### config.mk
export PLATFORM = sky130hd
export DESIGN_NAME = cmwp_ctrl
export DESIGN_NICKNAME = d
export VERILOG_FILES = /design/src/cmwp_pkg.sv /design/src/cmwp_ctrl.sv
export SDC_FILE = /design/constraint.sdc
export NUM_CORES = 1
export LEC_CHECK = 0
export BUFFER_PORTS_ARGS = -buffer_cell sky130_fd_sc_hd__buf_2
export CORE_MARGIN = 2
export CORE_UTILIZATION = 40
export CTS_CLUSTER_DIAMETER = 150
export DETAILED_ROUTE_END_ITERATION = 7
export GPL_ROUTABILITY_DRIVEN = 0
export PLACE_DENSITY = 0.56
export SKIP_CTS_REPAIR_TIMING = 1
export SLEW_MARGIN = 0
export SYNTH_ARGS = -nofsm -noshare
export SYNTH_HDL_FRONTEND = slang
export SYNTH_SLANG_ARGS = --single-unit
### constraint.sdc
create_clock -name CLK_SYS -period 3 [get_ports CLK_SYS]
set_clock_uncertainty 0.15 [all_clocks]
set_input_delay 0.6 -clock CLK_SYS [delete_from_list [all_inputs] [get_ports CLK_SYS]]
set_output_delay 0.6 -clock CLK_SYS [all_outputs]
set_load 0.005 [all_outputs]
### src/cmwp_pkg.sv
// Package for the bus mode and wake pattern controller.
// Assumes a single 25 MHz system clock; register port is plain strobes.
package cmwp_pkg;

  localparam int CLK_HZ = 25_000_000;
  // Wake pattern phase times in ns and the pattern timeout in us
  localparam int T_DOM_NS = 5000;
  localparam int T_REC_NS = 5000;
  localparam int T_TO_US = 1000;
  localparam int DOM_CYC = (T_DOM_NS * (CLK_HZ / 1_000_000) + 999) / 1000;
  localparam int REC_CYC = (T_REC_NS * (CLK_HZ / 1_000_000) + 999) / 1000;
  localparam int TO_CYC = T_TO_US * (CLK_HZ / 1_000_000);
  localparam int CNT_W = 16;

  // Register offsets
  localparam logic [3:0] A_CTRL = 4'h0;
  localparam logic [3:0] A_MODE = 4'h1;
  localparam logic [3:0] A_STAT = 4'h2;
  localparam logic [3:0] A_MASK = 4'h3;
  localparam logic [3:0] A_FLT = 4'h4;

  // Control register bit positions
  localparam int C_LPL = 0;
  localparam int C_BSRC = 1;
  localparam int C_CWE = 2;
  localparam int C_SWE = 3;
  localparam int C_FMT = 4;
  localparam int C_TXEN = 5;
  localparam int C_FCV = 6;
  localparam int C_SWERR = 7;
  localparam logic [7:0] CTRL_RST = 8'h00;
  localparam logic [7:0] FLT_RST = 8'h00;

  // Status bits: 0 bus wake event, 1 pattern seen
  localparam int S_WAKE = 0;
  localparam int S_PAT = 1;

  // Mode request codes
  localparam logic [2:0] REQ_OFF = 3'h0;
  localparam logic [2:0] REQ_PARK = 3'h1;
  localparam logic [2:0] REQ_LISTEN = 3'h2;
  localparam logic [2:0] REQ_ACTIVE = 3'h3;

  typedef enum logic [4:0] {
    M_OFF = 5'b00001,
    M_PARK = 5'b00010,
    M_BIAS = 5'b00100,
    M_LISTEN = 5'b01000,
    M_ACTIVE = 5'b10000
  } cmwp_mode_t;

  typedef enum logic [5:0] {
    P_IDLE = 6'b000001,
    P_DOM1 = 6'b000010,
    P_REC1 = 6'b000100,
    P_DOM2 = 6'b001000,
    P_REC2 = 6'b010000,
    P_DONE = 6'b100000
  } cmwp_pat_t;

  // Bias outputs
  localparam logic [1:0] B_HIZ = 2'h0;
  localparam logic [1:0] B_GND = 2'h1;
  localparam logic [1:0] B_BAT = 2'h2;
  localparam logic [1:0] B_VCC2 = 2'h3;

endpackage

### src/cmwp_ctrl.sv
// Bus mode machine with remote wake pattern detection.
// Assumes BUS_DOM is asynchronous to CLK_SYS; SYS_OFF comes from same clock.
//
// Functional notes
// Off mode: transmitter, receiver off, bus floating
// Parked: all off, ground bias, pattern wakes
// Biased parked: bias on, pattern or frame
// Listen: receiver only, transmitter recessive
// Active: both on, half supply bias
// Low-power listen: transmitter off, battery bias
// Bias source picks battery or half supply
// System off overrides every other transition
// Pattern in parked enters biased parked
// Wake event only under enable conditions
// Format bit picks standard or extended
// Dominant, recessive, dominant minimum phases
// Extended adds final recessive phase
// Short glitches neither finish nor break
// Pattern must finish within timeout
// Frame detection needs bias and enables
// Filter config change clears valid bit
// Phase times are cycle count constants
// Wake sets sticky flag, pulses request
//
// Strobed register access and the register offsets were chosen for this implementation.
`timescale 1ns/1ps
`default_nettype none
module cmwp_ctrl
  import cmwp_pkg::*;
(
  input wire logic CLK_SYS,
  input wire logic RESETN,
  input wire logic [3:0] ADDR,
  input wire logic [7:0] WDATA,
  input wire logic WR,
  input wire logic RD,
  output logic [7:0] RDATA,
  input wire logic SYS_OFF,
  input wire logic [2:0] MODE_REQ,
  input wire logic MODE_REQ_VLD,
  input wire logic BUS_DOM,
  input wire logic TXD,
  input wire logic TXEN_PIN,
  output logic TX_EN,
  output logic TX_DOM,
  output logic RX_EN,
  output logic RXD_OUT,
  output logic [1:0] BIAS,
  output logic SWF_EN,
  output logic WAKE_REQ,
  output logic IRQ
);

  ////////////////////////////////////////////////////////////////////////
  // Bus input synchroniser
  // The bus line is sampled three times; a level is accepted only when the
  // second and third stages agree, so a one-cycle spike never reaches the
  // pattern detector. The price is about four cycles of latency, small
  // against the minimum phase times.
  logic s1_q, s2_q, s3_q, dom_q;

  // Sampling stages
  always_ff @(posedge CLK_SYS or negedge RESETN) begin
    if (!RESETN) begin
      s1_q <= 1'b0;
      s2_q <= 1'b0;
      s3_q <= 1'b0;
    end else begin
      s1_q <= BUS_DOM;
      s2_q <= s1_q;
      s3_q <= s2_q;
    end
  end

  // Accepted bus level
  always_ff @(posedge CLK_SYS or negedge RESETN) begin
    if (!RESETN) begin
      dom_q <= 1'b0;
    end else if (s2_q == s3_q) begin
      dom_q <= s2_q;
    end
  end

  ////////////////////////////////////////////////////////////////////////
  // Registers
  // Writes land at the edge that samples the strobe; reads answer one
  // cycle later. Unmapped indices read zero and ignore writes, so software
  // probing the map cannot disturb the mode machine.
  logic [7:0] ctrl_q, ctrl_d, flt_q, stat_q, stat_d, mask_q;
  cmwp_mode_t mode_q, mode_d;
  logic wake_ev, pat_ev;

  wire wr_ctrl = WR && (ADDR == A_CTRL);
  wire wr_flt = WR && (ADDR == A_FLT);
  wire wr_stat = WR && (ADDR == A_STAT);
  wire wr_mask = WR && (ADDR == A_MASK);

  // A filter write drops the valid bit so stale settings are never used;
  // software must set it again once the new filter is complete.
  // auto clear valid
  always_comb begin
    ctrl_d = ctrl_q;
    if (wr_ctrl) ctrl_d = WDATA;
    if (wr_flt && !(wr_ctrl && WDATA[C_FCV])) ctrl_d[C_FCV] = 1'b0;
  end

  // An event in the cycle of its clear keeps the bit set, so a wake that
  // races a software acknowledge is never lost.
  // sticky, set wins
  wire [7:0] ev_set = {6'h00, pat_ev, wake_ev};
  always_comb begin
    stat_d = stat_q;
    if (wr_stat) stat_d = stat_q & ~WDATA;
    stat_d = stat_d | ev_set;
  end

  wire [7:0] rd_mux = (ADDR == A_CTRL) ? ctrl_q :
                      (ADDR == A_MODE) ? {3'h0, mode_q} :
                      (ADDR == A_STAT) ? stat_q :
                      (ADDR == A_MASK) ? mask_q :
                      (ADDR == A_FLT) ? flt_q : 8'h00;

  // Control register
  always_ff @(posedge CLK_SYS or negedge RESETN) begin
    if (!RESETN) begin
      ctrl_q <= CTRL_RST;
    end else begin
      ctrl_q <= ctrl_d;
    end
  end

  // Filter configuration register
  always_ff @(posedge CLK_SYS or negedge RESETN) begin
    if (!RESETN) begin
      flt_q <= FLT_RST;
    end else if (wr_flt) begin
      flt_q <= WDATA;
    end
  end

  // Status register
  always_ff @(posedge CLK_SYS or negedge RESETN) begin
    if (!RESETN) begin
      stat_q <= 8'h00;
    end else begin
      stat_q <= stat_d;
    end
  end

  // Interrupt mask register
  always_ff @(posedge CLK_SYS or negedge RESETN) begin
    if (!RESETN) begin
      mask_q <= 8'h00;
    end else if (wr_mask) begin
      mask_q <= WDATA;
    end
  end

  // Read data stands for each cycle after one with RD high, then returns to zero
  always_ff @(posedge CLK_SYS or negedge RESETN) begin
    if (!RESETN) begin
      RDATA <= 8'h00;
    end else begin
      RDATA <= RD ? rd_mux : 8'h00;
    end
  end

  // Level interrupt; stays high until every unmasked bit is cleared
  assign IRQ = |(stat_q & mask_q);

  ////////////////////////////////////////////////////////////////////////
  // Bus mode machine
  // One transition per cycle. System off beats any request, and a request
  // beats a pattern seen in the same cycle. A park request while biased
  // keeps the bias, so a node that already heard traffic does not drop
  // its bias and miss the frame that follows. New modes show at the
  // outputs one cycle after the request is taken.
  wire low_power_listen_sel = ctrl_q[C_LPL];
  wire bsrc = ctrl_q[C_BSRC];
  wire bus_wake_enable = ctrl_q[C_CWE];
  wire swe_on = ctrl_q[C_SWE] && ctrl_q[C_FCV];
  wire parked = (mode_q == M_PARK) || (mode_q == M_BIAS);

  always_comb begin
    mode_d = mode_q;
    // off has priority
    if (SYS_OFF) begin
      mode_d = M_OFF;
    end else if (MODE_REQ_VLD) begin
      unique case (MODE_REQ)
        REQ_OFF: mode_d = M_OFF;
        REQ_PARK: mode_d = (mode_q == M_BIAS) ? M_BIAS : M_PARK;
        REQ_LISTEN: mode_d = M_LISTEN;
        default: mode_d = M_ACTIVE;
      endcase
    // pattern turns bias on
    end else if (pat_ev && mode_q == M_PARK) begin
      mode_d = M_BIAS;
    end
  end

  always_ff @(posedge CLK_SYS or negedge RESETN) begin
    if (!RESETN) mode_q <= M_OFF;
    else mode_q <= mode_d;
  end

  // mode outputs
  assign RX_EN = (mode_q == M_LISTEN) || (mode_q == M_ACTIVE);
  assign TX_EN = (mode_q == M_ACTIVE) || (mode_q == M_LISTEN && !low_power_listen_sel);
  // transmit enable gate
  assign TX_DOM = (mode_q == M_ACTIVE) && !(ctrl_q[C_TXEN] && TXEN_PIN) && !TXD;
  // Receive output idles recessive while the receiver is off, so the
  // controller never sees a false start of frame on a mode change.
  always_ff @(posedge CLK_SYS or negedge RESETN) begin
    if (!RESETN) RXD_OUT <= 1'b1;
    else RXD_OUT <= RX_EN ? !dom_q : 1'b1;
  end

  // Battery bias lets the bus stay biased without the transceiver supply;
  // the half-supply choice matches active levels but needs that supply.
  // Full active mode always uses half supply.
  // bias source
  always_comb begin
    unique case (mode_q)
      M_OFF: BIAS = B_HIZ;
      M_PARK: BIAS = B_GND;
      M_BIAS: BIAS = bsrc ? B_VCC2 : B_BAT;
      M_LISTEN: BIAS = (low_power_listen_sel && !bsrc) ? B_BAT : B_VCC2;
      default: BIAS = B_VCC2;
    endcase
  end

  // Frame detection needs a biased bus; an error flag blocks it until
  // software has dealt with the cause.
  // frame detection enable
  assign SWF_EN = (mode_q != M_OFF) && (mode_q != M_PARK) && bus_wake_enable && swe_on && !ctrl_q[C_SWERR];

  ////////////////////////////////////////////////////////////////////////
  // Wake pattern detector
  // The detector runs only while parked. Each phase counts cycles of the
  // wanted bus level; a shorter spell of the other level only pauses the
  // count, it neither completes nor breaks the phase. The timeout counts
  // from the first dominant cycle and returns the detector to idle, after
  // which the remote node must send the whole pattern again.
  // Limitation: phase counts accumulate across pauses, so a broken-up
  // dominant stretch whose parts add up to the minimum still qualifies.
  // After a complete pattern the detector waits for a recessive bus or the
  // timeout before it can start over, so one long dominant that ends before the timeout is not counted twice.
  cmwp_pat_t pat_q, pat_d;
  logic [CNT_W-1:0] ph_q, ph_d, to_q, to_d;

  // cycle count thresholds
  function automatic logic met(input logic d, input logic [CNT_W-1:0] c);
    met = d ? (c >= CNT_W'(DOM_CYC - 1)) : (c >= CNT_W'(REC_CYC - 1));
  endfunction

  wire want_dom = (pat_q == P_DOM1) || (pat_q == P_DOM2);
  wire on_phase = (pat_q != P_IDLE) && (pat_q != P_DONE) && (dom_q == want_dom);
  wire ph_met = on_phase && met(dom_q, ph_q);
  wire timeout = (pat_q != P_IDLE) && (to_q >= CNT_W'(TO_CYC - 1));

  always_comb begin
    pat_d = pat_q;
    ph_d = on_phase ? ph_q + 1'b1 : ph_q;
    to_d = (pat_q == P_IDLE) ? '0 : to_q + 1'b1;
    pat_ev = 1'b0;
    // timeout restarts
    if (!parked || timeout) begin
      pat_d = P_IDLE;
      ph_d = '0;
    end else begin
      unique case (pat_q)
        P_IDLE: if (dom_q) begin
          pat_d = P_DOM1;
          ph_d = CNT_W'(1);
        end
        // phase sequence
        P_DOM1: if (ph_met) begin
          pat_d = P_REC1;
          ph_d = '0;
        end
        P_REC1: if (ph_met) begin
          pat_d = P_DOM2;
          ph_d = '0;
        end
        P_DOM2: if (ph_met) begin
          // format choice
          pat_d = ctrl_q[C_FMT] ? P_REC2 : P_DONE;
          ph_d = '0;
          pat_ev = !ctrl_q[C_FMT];
        end
        P_REC2: if (ph_met) begin
          pat_d = P_DONE;
          pat_ev = 1'b1;
        end
        default: if (!dom_q) pat_d = P_IDLE;
      endcase
    end
    if (pat_d == P_IDLE) to_d = '0;
  end

  // wake event gating
  assign wake_ev = pat_ev && parked && bus_wake_enable && !swe_on;

  // Detector state
  always_ff @(posedge CLK_SYS or negedge RESETN) begin
    if (!RESETN) begin
      pat_q <= P_IDLE;
    end else begin
      pat_q <= pat_d;
    end
  end

  // Phase counter
  always_ff @(posedge CLK_SYS or negedge RESETN) begin
    if (!RESETN) begin
      ph_q <= '0;
    end else begin
      ph_q <= ph_d;
    end
  end

  // Pattern timeout counter
  always_ff @(posedge CLK_SYS or negedge RESETN) begin
    if (!RESETN) begin
      to_q <= '0;
    end else begin
      to_q <= to_d;
    end
  end

  // one cycle request
  always_ff @(posedge CLK_SYS or negedge RESETN) begin
    if (!RESETN) begin
      WAKE_REQ <= 1'b0;
    end else begin
      WAKE_REQ <= wake_ev;
    end
  end

endmodule
`default_nettype wire

==> flow_metrics.py, run 1 <==
metrics = {
    "hold_path": {
        "hp-class": "in2async",
    },
    "synthesis": {
        "synth-edff-count": 0,
        "synth-main-ff-cell": "dfrtp_1",
        "ys_types": 63,
        "syn_inst": 461,
        "async_flop_share_pct": 100,
        "syn_area_per_cell_um2": 10.3,
        "yosys_warnings": 0,
        "synth-seq-area-share_pct": 47.1,
        "ys_ff_latch": 89,
        "syn_nets": 488,
        "syn_area_mm2": 0.00474,
    },
    "worst_setup_path": {
        "worstSetupEndpointType": "output pin",
        "path_max_fanout": 9,
        "crit_cells": 3,
        "crit_path_top_delay_cell": "a2111oi_0",
        "critical-path-top-delay-family": "compound AO/OA/AOI/OAI gates",
        "reg2regPathDepth": 6,
        "crit_buf_inv": 1,
        "critical_path_class": "reg2out",
        "arrival_ps": 2060,
        "reg2reg_from": "pat_q[4]",
        "r2r_setup_slack_ps": 210,
        "slowest_delay_ps": 570,
        "critPathLaunchType": "flop",
        "cp.required_ps": 2250,
        "worstPathCellList": "or3_1, a2111oi_0, buf_2",
        "worstReg2RegEnd": "ph_q[12]",
    },
    "route": {
        "drt-pass1-iter-count": 4,
        "drt_iter0_markers": 178,
        "drc": 0,
        "ant_nets": 0,
        "via_per_inst": 5.59,
        "routedWlPerCell_um": 17.1,
        "vias": 3625,
        "routed_wl_um": 11100,
    },
    "pwr": {
        "p_clk_share_pct": 42.8,
        "seq_power_share_pct": 48.4,
        "p_switching_uw": 676,
        "peakVddDrop_uv": 316,
        "switching_share_pct": 24.0,
        "p_total_mw": 2.81,
        "p_leak_nw": 2.24,
        "powerDensity_mw_per_mm2": 522,
        "combPwrFrac_pct": 8.8,
        "p_int_mw": 2.14,
    },
    "floorplan": {
        "dieArea_mm2": 0.0127,
        "die_h_um": 113,
        "start_util_pct": 41.3,
        "core_mm2": 0.0115,
        "rows": 39,
        "io_pins": 41,
        "die_x_um": 113,
    },
    "clocking": {
        "clock-root-buffer": "clkbuf_16",
        "cts_max_path_buffers": 2,
        "clkTransAtPathRegs_ps": 60,
        "numCtsBuffers": 9,
        "clk-insertion-delay-late_ps": 360,
        "tritoncts": "yes",
        "cts_max_level": 3,
        "cts.sinks": 89,
    },
    "timing": {
        "slew_violations": 0,
        "finalCriticalPeriod_ps": 2810,
        "finalSetupViolCount": 0,
        "hold_viol": 0,
        "timing.hold.ws_ps": 68.5,
        "worstMarginPinSlew_ps": 692,
        "rsz0062_at_grt": "no",
        "slew_headroom_pct": 53.4,
        "finalSetupTns_ps": 0,
        "max_freq_mhz": 355,
        "worst_slack_ps": 186,
        "fin_crit_sh_pct": 93.8,
    },
    "placed_design": {
        "dp.cells": 632,
        "pre_cts_slack_ps": 179,
        "hpwlAfterDp_um": 7870,
        "placed_cell_area_mm2": 0.00506,
        "portBuffers": 40,
    },
    "cells_and_area": {
        "post-route-util_pct": 47.0,
        "instances_no_fill": 648,
        "area_growth_pct": 13.7,
        "design_area_mm2": 0.00539,
        "multi_input_area_mm2": 0.00236,
        "seqCellArea_mm2": 0.00223,
        "fillCellCount": 1095,
        "final_nets": 527,
        "drive_gt1_share_pct": 23.0,
        "diodes": 0,
    },
    "flow_run": {
        "drv_cap": 0,
    },
    "outcome": {
        "status": "completed",
    },
    "global_route": {
        "grt_max_degree": 43,
        "grt-ovfl-total": 0,
        "grt_usage_pct": 18.9,
        "grt_pass1_vias": 3675,
        "antenna_found_initial": 0,
        "grt_pass1_wl_um": 18900,
    },
}
==> worst max-delay path by stage <==
| stage | start | end |
|---|---|---|
| 6_report | mode_q[2] | TX_DOM |
| 5_1_grt | mode_q[2] | TX_DOM |
| 4_1_cts | mode_q[2] | TX_DOM |
| 3_5_place_dp | pat_q[4] | to_q[5] |
| 3_3_place_gp | pat_q[4] | to_q[2] |
| 2_1_floorplan | pat_q[4] | to_q[10] |
==> kinds of logic after synthesis <==
| logic type | Yosys count | synth area share, % |
|---|---|---|
| xor+xnor | 33 | 6.10 |
| buf+inv | 29 | 3.48 |
| flops | 89 | 47.1 |
| fa+ha+maj | 4 | 1.00 |
| compound gates | 94 | 15.0 |
| other cells | 1 | 0.0791 |
| mux | 35 | 8.05 |
| simple gates | 176 | 19.2 |
==> cell type report <==
type	instances	share of cell area (%)
clock buffers	11	4.32
multi-input cells	343	43.7
repair buffers	51	5.29
clock inverters	5	1.51
inverters	6	0.418
flip-flops and latches	89	41.4
well taps	143	3.32
==> registers in the layout, indices dropped and copies added, names as in the netlist <==
name and count:
ph_q 16, s2_q 1, dom_q 1, mode_q 5
ctrl_q 8, mask_q 8, RDATA 8, flt_q 8
stat_q 8, pat_q 6, WAKE_REQ 1, s3_q 1
s1_q 1, RXD_OUT 1, to_q 16
==> worst register-to-register path, cell delays in order, from the launching register on <==
cell and delay, ps:
dfrtp_1 480, or4_1 640, or2_2 360, and2_1 170, a21oi_1 420, nand3_4 290
nor2_1 200
==> power by group through the flow <==
stage / Sequential (mW) / Combinational [mW] / Clock [mW]
after detailed placement: 1.38 / 0.250 / 0
after global routing: 1.37 / 0.280 / 1.29
after floorplan: 1.35 / 0.160 / 0
after global placement: 1.38 / 0.244 / 0
final: 1.36 / 0.248 / 1.21
after CTS: 1.36 / 0.251 / 1.25
==> layer usage <==
metal,part of all wire [%],track usage [%],vias up
li1,-,-,1754
met1,49,26.8,1784
met5,0,0,-
met2,45,28.1,68
met4,2.7,9.35,0
met3,3.4,3.00,19
==> cell usage after synthesis (all sizes together), types with 5 or more instances <==
library cell,instances,area (um^2)
nand2,31,116
or4,5,41.3
a21boi,7,56.3
mux2i,10,100
nand2b,8,50.1
or3,5,36.3
dfrtp,86,2150
inv,6,22.5
mux2,25,282
nor2,45,171
nor2b,5,31.3
and2,7,45.1
nand3,19,100
o21ai,8,40.0
a22oi,7,52.6
buf,12,101
a211oi,19,200
nor3,17,85.1
xnor2,24,210
nand4,7,43.8
nor4,9,56.3
and3,7,43.8
xor2,9,78.8
a21oi,21,109
clkbuf,11,41.3
==> cells in the final DEF (no fill, tap or decap), drive strengths merged, types with 3 or more instances in the layout <==
cell type  instances
dfrtp             86
buf               51
nor2              45
nand2             31
mux2              25
xnor2             24
a21oi             21
nand3             19
a211oi            19
nor3              17
clkbuf            11
mux2i             10
nor4               9
xor2               9
nand2b             8
o21ai              8
a22oi              7
nand4              7
and2               7
and3               7
a21boi             7
inv                6
nor2b              5
or3                5
or4                5
a21o               4
and4               4
a31oi              4
o22ai              4
dfstp              3
a211o              3
or2                3
ha                 3
Power figures use the tool's default switching activity.
==> run 2: changes to the inputs <==
Clock period 3 ns to 3.3 ns, I/O delays scaled along.
==> run 2 against run 1 <==
Against the previous run: first-iteration DRC count rose by 66%; clock power is 14% lower; sequential cell count unchanged; routed wire length shrank 3.9%; setup slack better by 240 ps; hold slack better by 120 ps; core utilization fell by 0.29 points.
==> flow_metrics.py, run 2 (synthesized netlist as in run 1, its figures left out) <==
metrics = {
    "route": {
        "drt-pass1-iter-count": 4,
        "drt_iter0_markers": 295,
        "via_per_inst": 5.58,
        "drc": 0,
        "vias": 3601,
        "ant_nets": 0,
        "routed_wl_um": 10700,
        "routedWlPerCell_um": 16.5,
    },
    "global_route": {
        "grt_usage_pct": 17.9,
        "grt_pass1_vias": 3532,
        "grt_pass1_wl_um": 18000,
        "grt_max_degree": 50,
        "grt-ovfl-total": 0,
        "antenna_found_initial": 0,
    },
    "clocking": {
        "clkTransAtPathRegs_ps": 70,
        "numCtsBuffers": 9,
        "cts.sinks": 89,
        "cts_max_level": 3,
        "clock-root-buffer": "clkbuf_16",
        "clk-insertion-delay-late_ps": 350,
        "tritoncts": "yes",
        "cts_max_path_buffers": 2,
    },
    "outcome": {
        "status": "completed",
    },
    "floorplan": {
        "core_mm2": 0.0115,
        "start_util_pct": 41.3,
        "dieArea_mm2": 0.0127,
        "io_pins": 41,
        "die_x_um": 113,
        "die_h_um": 113,
        "rows": 39,
    },
    "cells_and_area": {
        "diodes": 0,
        "final_cell_mix": "dfrtp_1 (86), nor2_1 (44), buf_2 (39)",
        "fillCellCount": 1065,
        "drive_gt1_share_pct": 22.3,
        "reg.largest.list": "ph_q: 16 flops, to_q: 16 flops",
        "final_nets": 524,
        "mostFrequentLayoutCell": "dfrtp_1",
        "area_growth_pct": 13.0,
        "post-route-util_pct": 46.7,
        "multi_input_area_mm2": 0.00234,
        "seqCellArea_mm2": 0.00223,
    },
    "worst_setup_path": {
        "reg2regPathDepth": 7,
        "worstSetupEndpointType": "flop",
        "cp.required_ps": 3350,
        "path_max_fanout": 13,
        "critical_path_class": "reg2reg",
        "startpoint": "pat_q[4]",
        "worstReg2RegEnd": "to_q[2]",
        "arrival_ps": 2930,
        "reg2reg_from": "pat_q[4]",
        "r2r_setup_slack_ps": 430,
        "crit_path_end": "to_q[2]",
        "critPathLaunchType": "flop",
    },
    "timing": {
        "hold_viol": 0,
        "rsz0062_at_grt": "no",
        "slew_headroom_pct": 57.5,
        "slew_violations": 0,
        "fin_crit_sh_pct": 87.1,
        "max_freq_mhz": 348,
        "finalSetupViolCount": 0,
        "worstMarginPinSlew_ps": 638,
        "finalSetupTns_ps": 0,
        "finalCriticalPeriod_ps": 2870,
    },
    "pwr": {
        "powerDensity_mw_per_mm2": 466,
        "p_leak_nw": 2.22,
        "peakVddDrop_uv": 418,
    },
    "hold_path": {
        "hp-class": "in2async",
    },
    "flow_run": {
        "drv_cap": 0,
    },
    "placed_design": {
        "hpwlAfterDp_um": 7580,
        "portBuffers": 40,
    },
}
run 2: where the power goes:
group	total, mW	switching [mW]	internal [mW]
sequential	1.23	0.0624	1.17
combinational	0.222	0.113	0.108
clock	1.04	0.445	0.597
run 2: critical path, cell delays in order, from the launching register on:
cell and delay [ps]:
dfrtp_1 490, or3_4 430, o31ai_1 420, o211ai_1 280, or3_1 450, a21boi_2 170, buf_4 240, a211oi_1 100
run 2: layout make-up:
class	count	share of cell area, %
tap	143	3.34
clock buffer	10	4.28
sequential	89	41.7
multi-input combinational	343	43.8
timing repair buffer	48	5.14
inverter	6	0.421
clock inverter	6	1.40
run 2: worst min path at each step:
stage / start / to / slack [ps] / cells past startpoint
4_1_cts: s1_q / s2_q / 200 / 0
3_3_place_gp: s1_q / s2_q / 180 / 0
5_1_grt: s1_q / s2_q / 200 / 0
6_report: RESETN / ph_q[4] / 190 / 1
2_1_floorplan: s1_q / s2_q / 180 / 0
3_5_place_dp: s1_q / s2_q / 190 / 0
run 2: stage by stage:
| step | worst slack [ps] | hold WS (ps) | power, mW | cells | area [um^2] |
|---|---|---|---|---|---|
| after floorplan | 723 | 181 | 1.37 | 461 | 4740 |
| after global placement | 517 | 184 | 1.47 | 629 | 5050 |
| after detailed placement | 489 | 186 | 1.48 | 629 | 5050 |
| after CTS | 431 | 200 | 2.53 | 645 | 5360 |
| after global routing | 282 | 205 | 2.61 | 645 | 5360 |
| final | 427 | 186 | 2.50 | 645 | 5360 |
run 2: layer usage:
layer  part of all wire (%)  vias up  routed length [um]  global-route usage (%)
li1                       -     1750                   -                       -
met1                     48     1778                5080                    25.0
met2                     47       66                5000                    27.6
met3                    4.6        7                 488                    5.25
met4                   0.95        0                 101                    4.47
met5                      0        -                   0                       0
